File: config.mk
export PLATFORM = sky130hd
export DESIGN_NAME = ebp_io_port
export DESIGN_NICKNAME = d
export VERILOG_FILES = /design/src/rtl/ebp_pkg.sv /design/src/rtl/ebp_pin_cell.sv /design/src/rtl/ebp_io_port.sv
export SDC_FILE = /design/constraint.sdc
export NUM_CORES = 1
export LEC_CHECK = 0
export BUFFER_PORTS_ARGS = -buffer_cell sky130_fd_sc_hd__buf_4
export CAP_MARGIN = 20
export CORE_ASPECT_RATIO = 0.7
export CORE_UTILIZATION = 48
export CTS_BUF_LIST = sky130_fd_sc_hd__clkbuf_8
export DETAILED_ROUTE_END_ITERATION = 8
export PLACE_DENSITY = 0.92
export SYNTH_ARGS = -nofsm -noshare
export SYNTH_HDL_FRONTEND = slang
export SYNTH_SLANG_ARGS = --single-unit
File: constraint.sdc
create_clock -name ref_clk -period 1.55 [get_ports ref_clk]
set_clock_uncertainty 0.1 [all_clocks]
set_input_delay 0.2325 -clock ref_clk [delete_from_list [all_inputs] [get_ports ref_clk]]
set_output_delay 0.2325 -clock ref_clk [all_outputs]
set_load 0.1 [all_outputs]
File: src/rtl/ebp_pkg.sv
// package of constants and carrier types for the eight-bit io port
`default_nettype none

package ebp_pkg;

    localparam int unsigned NUM_PINS       = 8;
    localparam int unsigned INPUT_ONLY_PIN = 3;

    localparam logic [7:0] INPUT_ONLY_MASK = 8'h08;
    localparam logic [7:0] DIR_RESET       = 8'hff;
    localparam logic [7:0] LATCH_RESET     = 8'h00;
    localparam logic [7:0] OPEN_DRAIN_RESET = 8'h00;
    localparam logic [7:0] SLEW_RESET      = 8'h00;
    localparam logic [7:0] LEVEL_RESET     = 8'h00;
    localparam logic [7:0] ALL_ZERO        = 8'h00;

    // level select bit value: 1 picks Schmitt CMOS, 0 picks TTL
    localparam logic LEVEL_CMOS = 1'b1;

    typedef enum logic [2:0] {
        SEL_DATA,
        SEL_DIR,
        SEL_OPEN_DRAIN,
        SEL_SLEW,
        SEL_LEVEL
    } ebp_reg_sel_t;

    typedef struct packed {
        logic         valid;
        ebp_reg_sel_t sel;
        logic [7:0]   mask;
        logic [7:0]   data;
    } ebp_wr_req_t;

    typedef struct packed {
        logic [7:0] out;
        logic [7:0] oe;
        logic [7:0] slewLimit;
    } ebp_pad_drive_t;

endpackage

`default_nettype wire

File: src/rtl/ebp_pin_cell.sv
// one pin: driver enable, open-drain, slew and input threshold selection
`default_nettype none

module ebp_pin_cell #(
    parameter bit INPUT_ONLY = 1'b0
) (
    input  wire logic dirIn,
    input  wire logic latchBit,
    input  wire logic openDrainSel,
    input  wire logic slewSel,
    input  wire logic levelSel,
    input  wire logic analogSel,
    input  wire logic padInCmos,
    input  wire logic padInTtl,
    output logic      padOut,
    output logic      padOe,
    output logic      padSlewLimit,
    output logic      levelRead
);

    ////////////////////////////////////////////////////////////////////////////
    // drive side
    // the analog select never enters the enable: direction, with the open-drain select and latch bit, owns the driver
    always_comb begin
        if (INPUT_ONLY) begin
            padOe = 1'b0;
        end else if (dirIn) begin
            padOe = 1'b0;
        end else if (openDrainSel) begin
            padOe = ~latchBit;
        end else begin
            padOe = 1'b1;
        end
    end

    // open drain only ever pulls low, so the driven value is then fixed at zero
    assign padOut       = openDrainSel ? 1'b0 : latchBit;
    assign padSlewLimit = slewSel;

    ////////////////////////////////////////////////////////////////////////////
    // sense side
    always_comb begin
        if (analogSel) begin
            levelRead = 1'b0;
        end else if (levelSel == ebp_pkg::LEVEL_CMOS) begin
            levelRead = padInCmos;
        end else begin
            levelRead = padInTtl;
        end
    end

endmodule // ebp_pin_cell

`default_nettype wire

File: src/rtl/ebp_io_port.sv
// eight-bit general purpose io port with per-pin drive and threshold control
//
// Functional notes
// - pin 3 is input only and doubles as master clear, which config may disable.
// - direction bit of pin 3 always reads back as one.
// - seven bidirectional pins plus input-only pin 3, each with its own direction bit.
// - direction bit one puts the pin driver in high impedance.
// - direction bit zero enables the driver with the output latch value.
// - data read returns pin levels; data write goes to the output latch.
// - every data write is read-modify-write on the pin levels.
// - direction bits control drivers even for analog input pins.
// - analog input pins always read as zero.
// - open-drain select set makes the output sink only.
// - open-drain select clear makes the output push-pull.
// - per-pin slew select limits slew when set, full rate when clear.
// - per-pin threshold select, CMOS or TTL, governs reads.
`default_nettype none

module ebp_io_port (
    input  wire logic                   ref_clk,
    input  wire logic                   rst,
    input  wire ebp_pkg::ebp_wr_req_t   wrReq,
    input  wire logic [7:0]             analogSel,
    input  wire logic                   mclrEnable,
    input  wire logic [7:0]             padInCmos,
    input  wire logic [7:0]             padInTtl,
    output ebp_pkg::ebp_pad_drive_t     padDrive,
    output logic [7:0]                  portRead,
    output logic [7:0]                  dirRead,
    output logic [7:0]                  latchRead,
    output logic [7:0]                  openDrainRead,
    output logic [7:0]                  slewRead,
    output logic [7:0]                  levelSelRead,
    output logic                        masterClearReq,
    output logic [7:0]                  pinLevel
);

    ////////////////////////////////////////////////////////////////////////////
    // register state

    logic [7:0] direction;
    logic [7:0] outLatch;
    logic [7:0] openDrain;
    logic [7:0] slewLimit;
    logic [7:0] levelSel;

    logic [7:0] next_direction;
    logic [7:0] next_outLatch;

    // masked merge used by every write target
    function automatic logic [7:0] merge(
        input logic [7:0] oldVal,
        input logic [7:0] newVal,
        input logic [7:0] mask
    );
        merge = (oldVal & ~mask) | (newVal & mask);
    endfunction

    function automatic logic hits(
        input ebp_pkg::ebp_wr_req_t req,
        input ebp_pkg::ebp_reg_sel_t sel
    );
        hits = req.valid && (req.sel == sel);
    endfunction

    ////////////////////////////////////////////////////////////////////////////
    // direction register

    always_comb begin
        next_direction = direction;
        if (hits(wrReq, ebp_pkg::SEL_DIR)) begin
            next_direction = merge(direction, wrReq.data, wrReq.mask);
        end
        // writes to the input-only pin's bit are dropped so readback stays one
        next_direction = next_direction | ebp_pkg::INPUT_ONLY_MASK;
    end

    always_ff @(posedge ref_clk) begin
        if (rst) begin
            direction <= ebp_pkg::DIR_RESET;
        end else begin
            direction <= next_direction;
        end
    end

    ////////////////////////////////////////////////////////////////////////////
    // output latch, written read-modify-write from the pin levels

    // the merge starts from the last sampled pin levels, not from the latch:
    // a pin held low by an outside load can flip its latch bit on an unrelated write
    always_comb begin
        next_outLatch = outLatch;
        if (hits(wrReq, ebp_pkg::SEL_DATA)) begin
            next_outLatch = merge(portRead, wrReq.data, wrReq.mask);
        end
    end

    always_ff @(posedge ref_clk) begin
        if (rst) begin
            outLatch <= ebp_pkg::LATCH_RESET;
        end else begin
            outLatch <= next_outLatch;
        end
    end

    ////////////////////////////////////////////////////////////////////////////
    // drive option and threshold select registers

    always_ff @(posedge ref_clk) begin
        if (rst) begin
            openDrain <= ebp_pkg::OPEN_DRAIN_RESET;
        end else if (hits(wrReq, ebp_pkg::SEL_OPEN_DRAIN)) begin
            openDrain <= merge(openDrain, wrReq.data, wrReq.mask);
        end
    end

    always_ff @(posedge ref_clk) begin
        if (rst) begin
            slewLimit <= ebp_pkg::SLEW_RESET;
        end else if (hits(wrReq, ebp_pkg::SEL_SLEW)) begin
            slewLimit <= merge(slewLimit, wrReq.data, wrReq.mask);
        end
    end

    // a threshold change can glitch the selected level for one sample;
    // nothing here filters it, so software must change it with peripherals idle
    always_ff @(posedge ref_clk) begin
        if (rst) begin
            levelSel <= ebp_pkg::LEVEL_RESET;
        end else if (hits(wrReq, ebp_pkg::SEL_LEVEL)) begin
            levelSel <= merge(levelSel, wrReq.data, wrReq.mask);
        end
    end

    ////////////////////////////////////////////////////////////////////////////
    // pin cells

    genvar gi;
    generate
        for (gi = 0; gi < ebp_pkg::NUM_PINS; gi++) begin : g_pin
            ebp_pin_cell #(
                .INPUT_ONLY (gi == ebp_pkg::INPUT_ONLY_PIN)
            ) u_cell (
                .dirIn        (direction[gi]),
                .latchBit     (outLatch[gi]),
                .openDrainSel (openDrain[gi]),
                .slewSel      (slewLimit[gi]),
                .levelSel     (levelSel[gi]),
                .analogSel    (analogSel[gi]),
                .padInCmos    (padInCmos[gi]),
                .padInTtl     (padInTtl[gi]),
                .padOut       (padDrive.out[gi]),
                .padOe        (padDrive.oe[gi]),
                .padSlewLimit (padDrive.slewLimit[gi]),
                .levelRead    (pinLevel[gi])
            );
        end
    endgenerate

    // the per-pin checks name their clock and reset, as they sit in a generate scope
    generate
        for (gi = 0; gi < ebp_pkg::NUM_PINS; gi++) begin : g_pin_chk

        end
    endgenerate

    ////////////////////////////////////////////////////////////////////////////
    // read side and master clear

    always_ff @(posedge ref_clk) begin
        if (rst) begin
            portRead <= ebp_pkg::ALL_ZERO;
        end else begin
            portRead <= pinLevel;
        end
    end

    // master clear pin is active low; with the function disabled it is a plain input
    always_ff @(posedge ref_clk) begin
        if (rst) begin
            masterClearReq <= 1'b0;
        end else begin
            masterClearReq <= mclrEnable && !pinLevel[ebp_pkg::INPUT_ONLY_PIN];
        end
    end

    assign dirRead       = direction;
    assign latchRead     = outLatch;
    assign openDrainRead = openDrain;
    assign slewRead      = slewLimit;
    assign levelSelRead  = levelSel;
endmodule // ebp_io_port

`default_nettype wire

==> results of run 1 <==
## cells in the mapped netlist (all sizes together)
master  instances
a211oi          8
a21boi          7
a21oi           7
a311o           7
and4b           1
and4bb          3
buf            79
clkbuf          4
conb            2
dfxtp          48
mux2i          40
nand2          24
nand2b         32
nor2           16
nor2b           8
nor3            8
nor3b           1
nor4b           1
## metal layers
metal  vias up  global-route usage
li1       1054                   -
met2        71              0.3537
met4         0             0.04492
met1      1007              0.2416
met3         2             0.03935
met5         -                   0
## timing repair
action / in CTS / in global routing
setup buffers: 2 / 5
resized for setup: 5 / 28
setup endpoints to repair: 5 / 9
hold buffers: 7 / 0
pin swaps: 0 / 1
endpoints found under the hold margin: 7 / 0
## layout make-up
| type | instances | area share |
|---|---|---|
| clock inverter | 1 | 0.008469 |
| tap | 72 | 0.02541 |
| timing repair buffer | 142 | 0.3200 |
| clock buffer | 7 | 0.02717 |
| sequential | 48 | 0.2745 |
| multi-input combinational | 165 | 0.3444 |
## cell usage in the layout, fill, tap and decap left out, types with 3 or more instances in the layout
| master | count |
|---|---|
| a211oi_1 | 6 |
| a21boi_0 | 4 |
| a21boi_2 | 3 |
| a21oi_1 | 7 |
| a311o_1 | 3 |
| a311o_2 | 4 |
| buf_4 | 126 |
| buf_6 | 7 |
| clkbuf_8 | 7 |
| dfxtp_1 | 40 |
| dfxtp_2 | 7 |
| dlygate4sd3_1 | 7 |
| mux2i_1 | 33 |
| mux2i_2 | 6 |
| nand2_1 | 24 |
| nand2b_1 | 32 |
| nor2_1 | 14 |
| nor2b_1 | 8 |
| nor3_1 | 8 |
## cell families (layout without fill, tap and decap cells)
group	count (synthesis)	after routing	synth area share
simple gates	94	94	0.1913
buf+inv	83	150	0.2201
flops	48	48	0.3507
mux	40	40	0.1461
compound gates	29	29	0.08904
other cells	2	2	0.002741
## worst paths after layout
path / endpoint / start / slack, ns
worst max-delay path: pinLevel[0] / flop / 0.03
worst min register to register: flop / flop / 0.40
worst min-delay path: portRead[0]$_SDFF_PP0_ / analogSel[0] / 0.01
worst max register to register: portRead[3]$_SDFF_PP0_ / flop / 0.42
## metrics by stage
stage	worst slack [ns]	setup TNS (ns)	utilization	hold slack, ns	std cells
global placement	0.07494	0	0.5939	0.3076	413
finish	0.03374	0	0.6606	0.01110	435
detailed placement	0.05437	0	0.5939	0.3115	413
floorplan	0.03207	0	-	0.2118	296
global route	-0.03840	-0.08595	0.6606	0.0005011	435
CTS	0.001703	0	0.6364	0.002392	430
## report_power, final
group | switching, mW | internal, mW | leakage, nW
clock network | 0.400 | 0.569 | 0.0645
registers | 0.0241 | 1.26 | 0.394
logic | 0.578 | 0.257 | 1.25
## worst max-delay path, cell delays in order (launching register included)
cell and delay (ns):
dfxtp_2 0.37, mux2i_2 0.25, nor2_1 0.08, buf_6 0.19
==> results.json, run 1 <==
{
  "synth_top_area_share": 0.3507,
  "hold_path_depth": 2,
  "stdcell_area_mm2": 0.003546,
  "drt-met1-wl_um": 2664,
  "routed_via_density": 4.906,
  "grt_pass1_vias": 2031,
  "p_per_area_mw_per_mm2": 871.2,
  "hold_viol": 0,
  "antenna_left": 0,
  "synth_top_area_cell": "dfxtp_1",
  "via_count": 2134,
  "chipWidth_um": 92.31,
  "insertion_delay_ns": 0.29,
  "maxCapViolations": 0,
  "cts_tree": "yes",
  "avgSynthCellArea_um2": 9.257,
  "grt_pass1_wl_um": 9363,
  "fillers": 443,
  "portBuffers": 125,
  "cts_buffer_depth": 2,
  "crit_path_start_kind": "flop",
  "power_mw": 3.089,
  "ys_ff_latch": 48,
  "area_growth_pct": 29.41,
  "num_rows": 22,
  "ir_drop_uv": 467.4,
  "cts_inserted_buffers": 5,
  "rsz0062_at_grt": "yes",
  "cts_root_buffer": "clkbuf_8",
  "status": "complete, no violations",
  "antenna_found_initial": 0,
  "fmax_ghz": 0.6595,
  "yosys.cell_types.count": 24,
  "top_layer": "met4",
  "netlist_instances": 296,
  "dieArea_mm2": 0.006020,
  "path_clk_slew_ns": 0.08,
  "grt_max_degree": 57,
  "gr-usage-all-layers": 0.1961,
  "critPathCaptureType": "output port",
  "ios": 128,
  "totalWireLength_um": 6198,
  "setup_viol": 0,
  "period_needed_ns": 1.516,
  "reg2reg_depth": 4,
  "period_share": 0.9782,
  "seqCellArea_um2": 973.4,
  "diodes": 0,
  "grt-ovfl-total": 0,
  "h-tree-depth": 2,
  "placed_area_mm2": 0.003188,
  "wl_met3_um": 311,
  "multi_input_area_mm2": 0.001221,
  "hp-class": "in2reg",
  "coreArea_mm2": 0.005368,
  "cts_sinks": 48,
  "synth_warnings": 0,
  "path_class": "reg2out",
  "place_congestion": 0.7745,
  "fin_nets": 409,
  "syn_area_mm2": 0.002740,
  "hpwl_um": 4241,
  "die_h_um": 65.22,
  "maxSlewViolCount": 0,
  "syn-num-nets": 343,
  "drive_above_1_share": 0.4793,
  "avgRoutedWirePerCell_um": 14.25,
  "p_leak_nw": 1.705,
  "yosysSeqAreaShare": 0.3507,
  "drtIter0Drc": 55,
  "worstPathArrival_ns": 1.18,
  "synthTopCellsByArea": "dfxtp_1 (35%), buf_4 (20%), mux2i_1 (15%)",
  "cp.required_ns": 1.22,
  "drcViolationCount": 0,
  "dr.pass1.iters": 4,
  "start_util": 0.5105,
  "wl_met2_um": 3203,
  "cp_max_fo": 3
}
Note: power is estimated with default switching activity, not from simulation.
==> run 2: changes to the inputs <==
--- a/config.mk
+++ b/config.mk
@@ -8,10 +8,10 @@
 export BUFFER_PORTS_ARGS = -buffer_cell sky130_fd_sc_hd__buf_4
 export CAP_MARGIN = 20
 export CORE_ASPECT_RATIO = 0.7
-export CORE_UTILIZATION = 48
+export CORE_UTILIZATION = 44
 export CTS_BUF_LIST = sky130_fd_sc_hd__clkbuf_8
 export DETAILED_ROUTE_END_ITERATION = 8
-export PLACE_DENSITY = 0.92
+export PLACE_DENSITY = 0.89
 export SYNTH_ARGS = -nofsm -noshare
 export SYNTH_HDL_FRONTEND = slang
 export SYNTH_SLANG_ARGS = --single-unit
==> constraint.sdc (replaced) <==
create_clock -name ref_clk -period 1.3 [get_ports ref_clk]
set_clock_uncertainty 0.1 [all_clocks]
set_input_delay 0.195 -clock ref_clk [delete_from_list [all_inputs] [get_ports ref_clk]]
set_output_delay 0.195 -clock ref_clk [all_outputs]
set_load 0.1 [all_outputs]
==> results.json, run 2 (synthesized netlist as in run 1, its figures left out) <==
{
  "tightest_slew_ns": 0.5231,
  "antenna_left": 0,
  "worstPathArrival_ns": 1.17,
  "cts_sinks": 48,
  "coreArea_mm2": 0.005871,
  "p_per_area_mw_per_mm2": 825.4,
  "drive_above_1_share": 0.6136,
  "routed_via_density": 4.913,
  "num_rows": 23,
  "period_share": 1.130,
  "chipWidth_um": 96.32,
  "crit_path_start_kind": "flop",
  "start_util": 0.4668,
  "place_congestion": 0.7391,
  "stdcell_area_mm2": 0.004273,
  "status": "complete, but fails checks",
  "area_growth_pct": 55.94,
  "final_cell_mix": "buf_4 (91), mux2i_1 (35), buf_6 (33), nand2b_1 (32), nand2_1 (24)",
  "violations": "negative setup slack",
  "pwr-share-clk": 0.254,
  "p_comb_frac": 0.313,
  "cp.required_ns": 1.00,
  "p_leak_nw": 1.919,
  "maxCapViolations": 0,
  "cts_root_buffer": "clkbuf_8",
  "h-tree-depth": 2,
  "grt-ovfl-total": 0,
  "internal-power_mw": 2.297,
  "ios": 128,
  "placed_area_mm2": 0.003277,
  "cts_buffer_depth": 2,
  "setup_ws_ns": -0.1695,
  "whs_ns": 0.06900,
  "seqCellArea_mm2": 0.001039,
  "portBuffers": 125,
  "grt_pass1_vias": 2161,
  "drtIter0Drc": 52,
  "switching_power_mw": 1.230,
  "rsz0062_at_grt": "yes",
  "avgRoutedWirePerCell_um": 15.44,
  "ir_drop_uv": 458.9,
  "via_count": 2250,
  "setup_viol": 23,
  "maxSlewViolCount": 0,
  "final_common_cell": "buf_4",
  "grt_max_degree": 57,
  "final_cells": 458,
  "fmax_ghz": 0.6805,
  "totalWireLength_um": 7072,
  "tns_ns": -1.368,
  "multi_input_area_mm2": 0.001365,
  "max_slew_margin": 0.6512,
  "fin_nets": 429,
  "gr-usage-all-layers": 0.2071,
  "path_clk_slew_ns": 0.09,
  "dieArea_mm2": 0.006552,
  "p_sw_frac": 0.3489,
  "path_class": "reg2out",
  "fillers": 426,
  "dr.pass1.iters": 4,
  "seqPwrFrac": 0.433,
  "die_h_um": 68.03,
  "dpl.cell_count": 426,
  "cp_max_fo": 2,
  "grt_pass1_wl_um": 10180,
  "critPathCaptureType": "output port",
  "diodes": 0,
  "insertion_delay_ns": 0.28,
  "cts_inserted_buffers": 5,
  "drcViolationCount": 0,
  "cts_tree": "yes",
  "pre_cts_ws_ns": -0.2108,
  "antenna_found_initial": 0,
  "hp-class": "in2reg",
  "hpwl_um": 4507,
  "period_needed_ns": 1.470,
  "hold_viol": 0
}
[run 2: cell types whose count changed in the layout (fill, tap and decap cells not counted), moves of 10 or more]
| cell | before | now |
|---|---|---|
| buf_12 | 2 | 20 |
| buf_4 | 126 | 91 |
| buf_6 | 7 | 33 |
| buf_8 | 0 | 10 |
| dfxtp_1 | 40 | 12 |
| dfxtp_2 | 7 | 23 |
| dfxtp_4 | 1 | 13 |
[run 2: worst paths after layout]
check | from | to | slack, ns | cells past startpoint
worst max-delay path | flop | pinLevel[0] | -0.17 | 3
worst min-delay path | wrReq[5] | flop | 0.07 | 2
worst max register to register | flop | portRead[0]$_SDFF_PP0_ | 0.07 | 5
worst min register to register | flop | flop | 0.40 | 2
[run 2: area by class of cell]
class                           instances  area share
Timing Repair Buffer                  162      0.3944
Clock inverter                          2    0.001757
Sequential cell                        48      0.2430
Clock buffer                            6     0.01933
Tap cell                               75     0.02196
Multi-Input combinational cell        165      0.3195
[run 2: what timing repair did]
item / in CTS / in global routing
hold buffers: 8 / 0
gates resized for setup: 121 / 75
setup buffers: 17 / 4
endpoints found under the setup margin: 31 / 56
hold endpoints to repair: 8 / 0
pin swaps: 4 / 8
[run 2: power by group through the flow]
stage | Sequential, mW | Combinational, mW | Clock, mW
after floorplan | 1.65 | 0.649 | 0
after global placement | 1.57 | 0.925 | 0
after detailed placement | 1.57 | 0.937 | 0
after CTS | 1.53 | 1.05 | 0.911
after global routing | 1.53 | 1.14 | 0.995
final | 1.53 | 1.10 | 0.895
[run 2: critical path, cell delays in order, from the launching register on]
cell     delay (ns)
dfxtp_2        0.36
mux2i_2        0.26
nor2_2         0.09
buf_12         0.17
[run 2: routing by layer]
metal	track usage	vias up	wire, um	part of all wire
met2	0.3972	77	3806	0.54
li1	-	1095	-	-
met4	0.04596	0	92	0.013
met3	0.04333	10	319	0.045
met5	0	-	0	0
met1	0.2379	1068	2853	0.40
[run 2: metrics by stage]
| stage | util | total power, mW |
|---|---|---|
| 4_1_cts | 0.6795 | 3.495 |
| 3_3_place_gp | 0.5582 | 2.492 |
| 6_report | 0.7278 | 3.527 |
| 2_1_floorplan | - | 2.296 |
| 3_5_place_dp | 0.5582 | 2.505 |
| 5_1_grt | 0.7278 | 3.672 |
==> run 3: changes to the inputs <==
--- a/config.mk
+++ b/config.mk
@@ -8,6 +8,7 @@
 export BUFFER_PORTS_ARGS = -buffer_cell sky130_fd_sc_hd__buf_4
 export CAP_MARGIN = 20
 export CORE_ASPECT_RATIO = 0.7
+export CORE_MARGIN = 3
 export CORE_UTILIZATION = 44
 export CTS_BUF_LIST = sky130_fd_sc_hd__clkbuf_8
 export DETAILED_ROUTE_END_ITERATION = 8
==> results.json, run 3 (synthesized netlist as in run 1, its figures left out) <==
{
  "worstPathArrival_ns": 1.16,
  "dr.pass1.iters": 4,
  "drcViolationCount": 0,
  "start_util": 0.4668,
  "r2r_slack_ns": -0.12,
  "path_class": "reg2out",
  "fillers": 438,
  "antenna_found_initial": 0,
  "period_needed_ns": 1.458,
  "cp.required_ns": 1.00,
  "status": "complete, but fails checks",
  "maxSlewViolCount": 0,
  "totalWireLength_um": 7365,
  "h-tree-depth": 2,
  "hold_path_depth": 2,
  "insertion_delay_ns": 0.28,
  "num_rows": 23,
  "ir_drop_uv": 483.8,
  "portBuffers": 125,
  "top_layer": "met4",
  "gr-usage-all-layers": 0.1927,
  "chipWidth_um": 100.3,
  "grt_max_degree": 57,
  "switching_power_mw": 1.189,
  "diodes": 0,
  "pre_cts_ws_ns": -0.1989,
  "hold_start": "wrReq[5]",
  "ios": 128,
  "cts_tree": "yes",
  "dpl.cell_count": 426,
  "grt_pass1_wl_um": 11180,
  "cts_inserted_buffers": 5,
  "critPathCaptureType": "output port",
  "period_share": 1.121,
  "final_common_cell": "buf_4",
  "avgRoutedWirePerCell_um": 16.22,
  "wl_met3_um": 344,
  "timing.rr.end": "portRead[2]$_SDFF_PP0_",
  "reg2reg_depth": 7,
  "hold_viol": 0,
  "tns_ns": -1.340,
  "antenna_left": 0,
  "seqPwrFrac": 0.446,
  "p_leak_nw": 1.885,
  "place_congestion": 0.7783,
  "hpwl_um": 4817,
  "hp-class": "in2reg",
  "setup_ws_ns": -0.1579,
  "maxCapViolations": 0,
  "power_mw": 3.418,
  "tightest_slew_ns": 0.5085,
  "area_growth_pct": 53.93,
  "max_slew_margin": 0.6610,
  "final_cells": 454,
  "routed_via_density": 4.974,
  "p_sw_frac": 0.3478,
  "wl_met2_um": 4155,
  "cp_max_fo": 3,
  "cts_sinks": 48,
  "cts_root_buffer": "clkbuf_8",
  "cts_buffer_depth": 2,
  "utilization": 0.7185,
  "grt-ovfl-total": 0,
  "rsz0062_at_grt": "yes",
  "violations": "negative setup slack",
  "dieArea_mm2": 0.007226,
  "pwr-share-clk": 0.227,
  "drive_above_1_share": 0.6227,
  "placed_area_mm2": 0.003277,
  "drtIter0Drc": 39,
  "fin_nets": 428,
  "grt_pass1_vias": 2357,
  "path_clk_slew_ns": 0.08,
  "die_h_um": 72.03,
  "crit_path_start_kind": "flop",
  "drt-met1-wl_um": 2788,
  "p_per_area_mw_per_mm2": 810.4,
  "whs_ns": 0.06654,
  "coreArea_mm2": 0.005871,
  "internal-power_mw": 2.229,
  "stdcell_area_mm2": 0.004218,
  "final_cell_mix": "buf_4 (103), mux2i_1 (33), nand2b_1 (32), nand2_1 (24), buf_6 (23)",
  "fmax_ghz": 0.6859,
  "via_count": 2258,
  "setup_viol": 16,
  "p_comb_frac": 0.327
}
run 3: final cells by class:
class / instances / area, um2 / share of cell area
Timing Repair Buffer: 161 / 1613 / 0.3824
Tap cell: 75 / 93.84 / 0.02225
Sequential cell: 48 / 1042 / 0.2471
Clock buffer: 5 / 68.82 / 0.01632
Multi-Input combinational cell: 165 / 1400 / 0.3319
run 3: worst max path at each step:
stage                  endpoint  startpoint  slack [ns]  cells past startpoint
detailed placement         flop   wrReq[18]       -0.20                      4
finish              pinLevel[1]        flop       -0.16                      3
global placement           flop   wrReq[18]       -0.15                      4
global route        pinLevel[1]        flop       -0.21                      3
CTS                 pinLevel[3]        flop       -0.21                      3
floorplan                  flop   wrReq[18]        0.07                      4
run 3: metal layers:
metal | track usage | vias to the layer above
li1 | - | 1090
met1 | 0.2113 | 1086
met2 | 0.3833 | 74
met3 | 0.03939 | 8
met4 | 0.03737 | 0
met5 | 0 | -
run 3: power groups by stage:
| stage | Clock, mW | Sequential (mW) | Combinational (mW) |
|---|---|---|---|
| after floorplan | 0 | 1.65 | 0.649 |
| after global routing | 0.859 | 1.53 | 1.16 |
| after global placement | 0 | 1.57 | 0.925 |
| final | 0.776 | 1.53 | 1.12 |
| after CTS | 0.813 | 1.53 | 1.06 |
| after detailed placement | 0 | 1.57 | 0.938 |
run 3: worst max-delay path: stages, from the launching register on:
cell and delay (ns):
dfxtp_2 0.34, mux2i_2 0.15, nor2_1 0.14, buf_6 0.25
run 3: repair_timing:
item,CTS,global route
resized for setup,131,56
buffers inserted,15,3
endpoints found under the hold margin,8,0
pin swaps,6,7
hold buffers,8,0
setup endpoints to repair,32,40
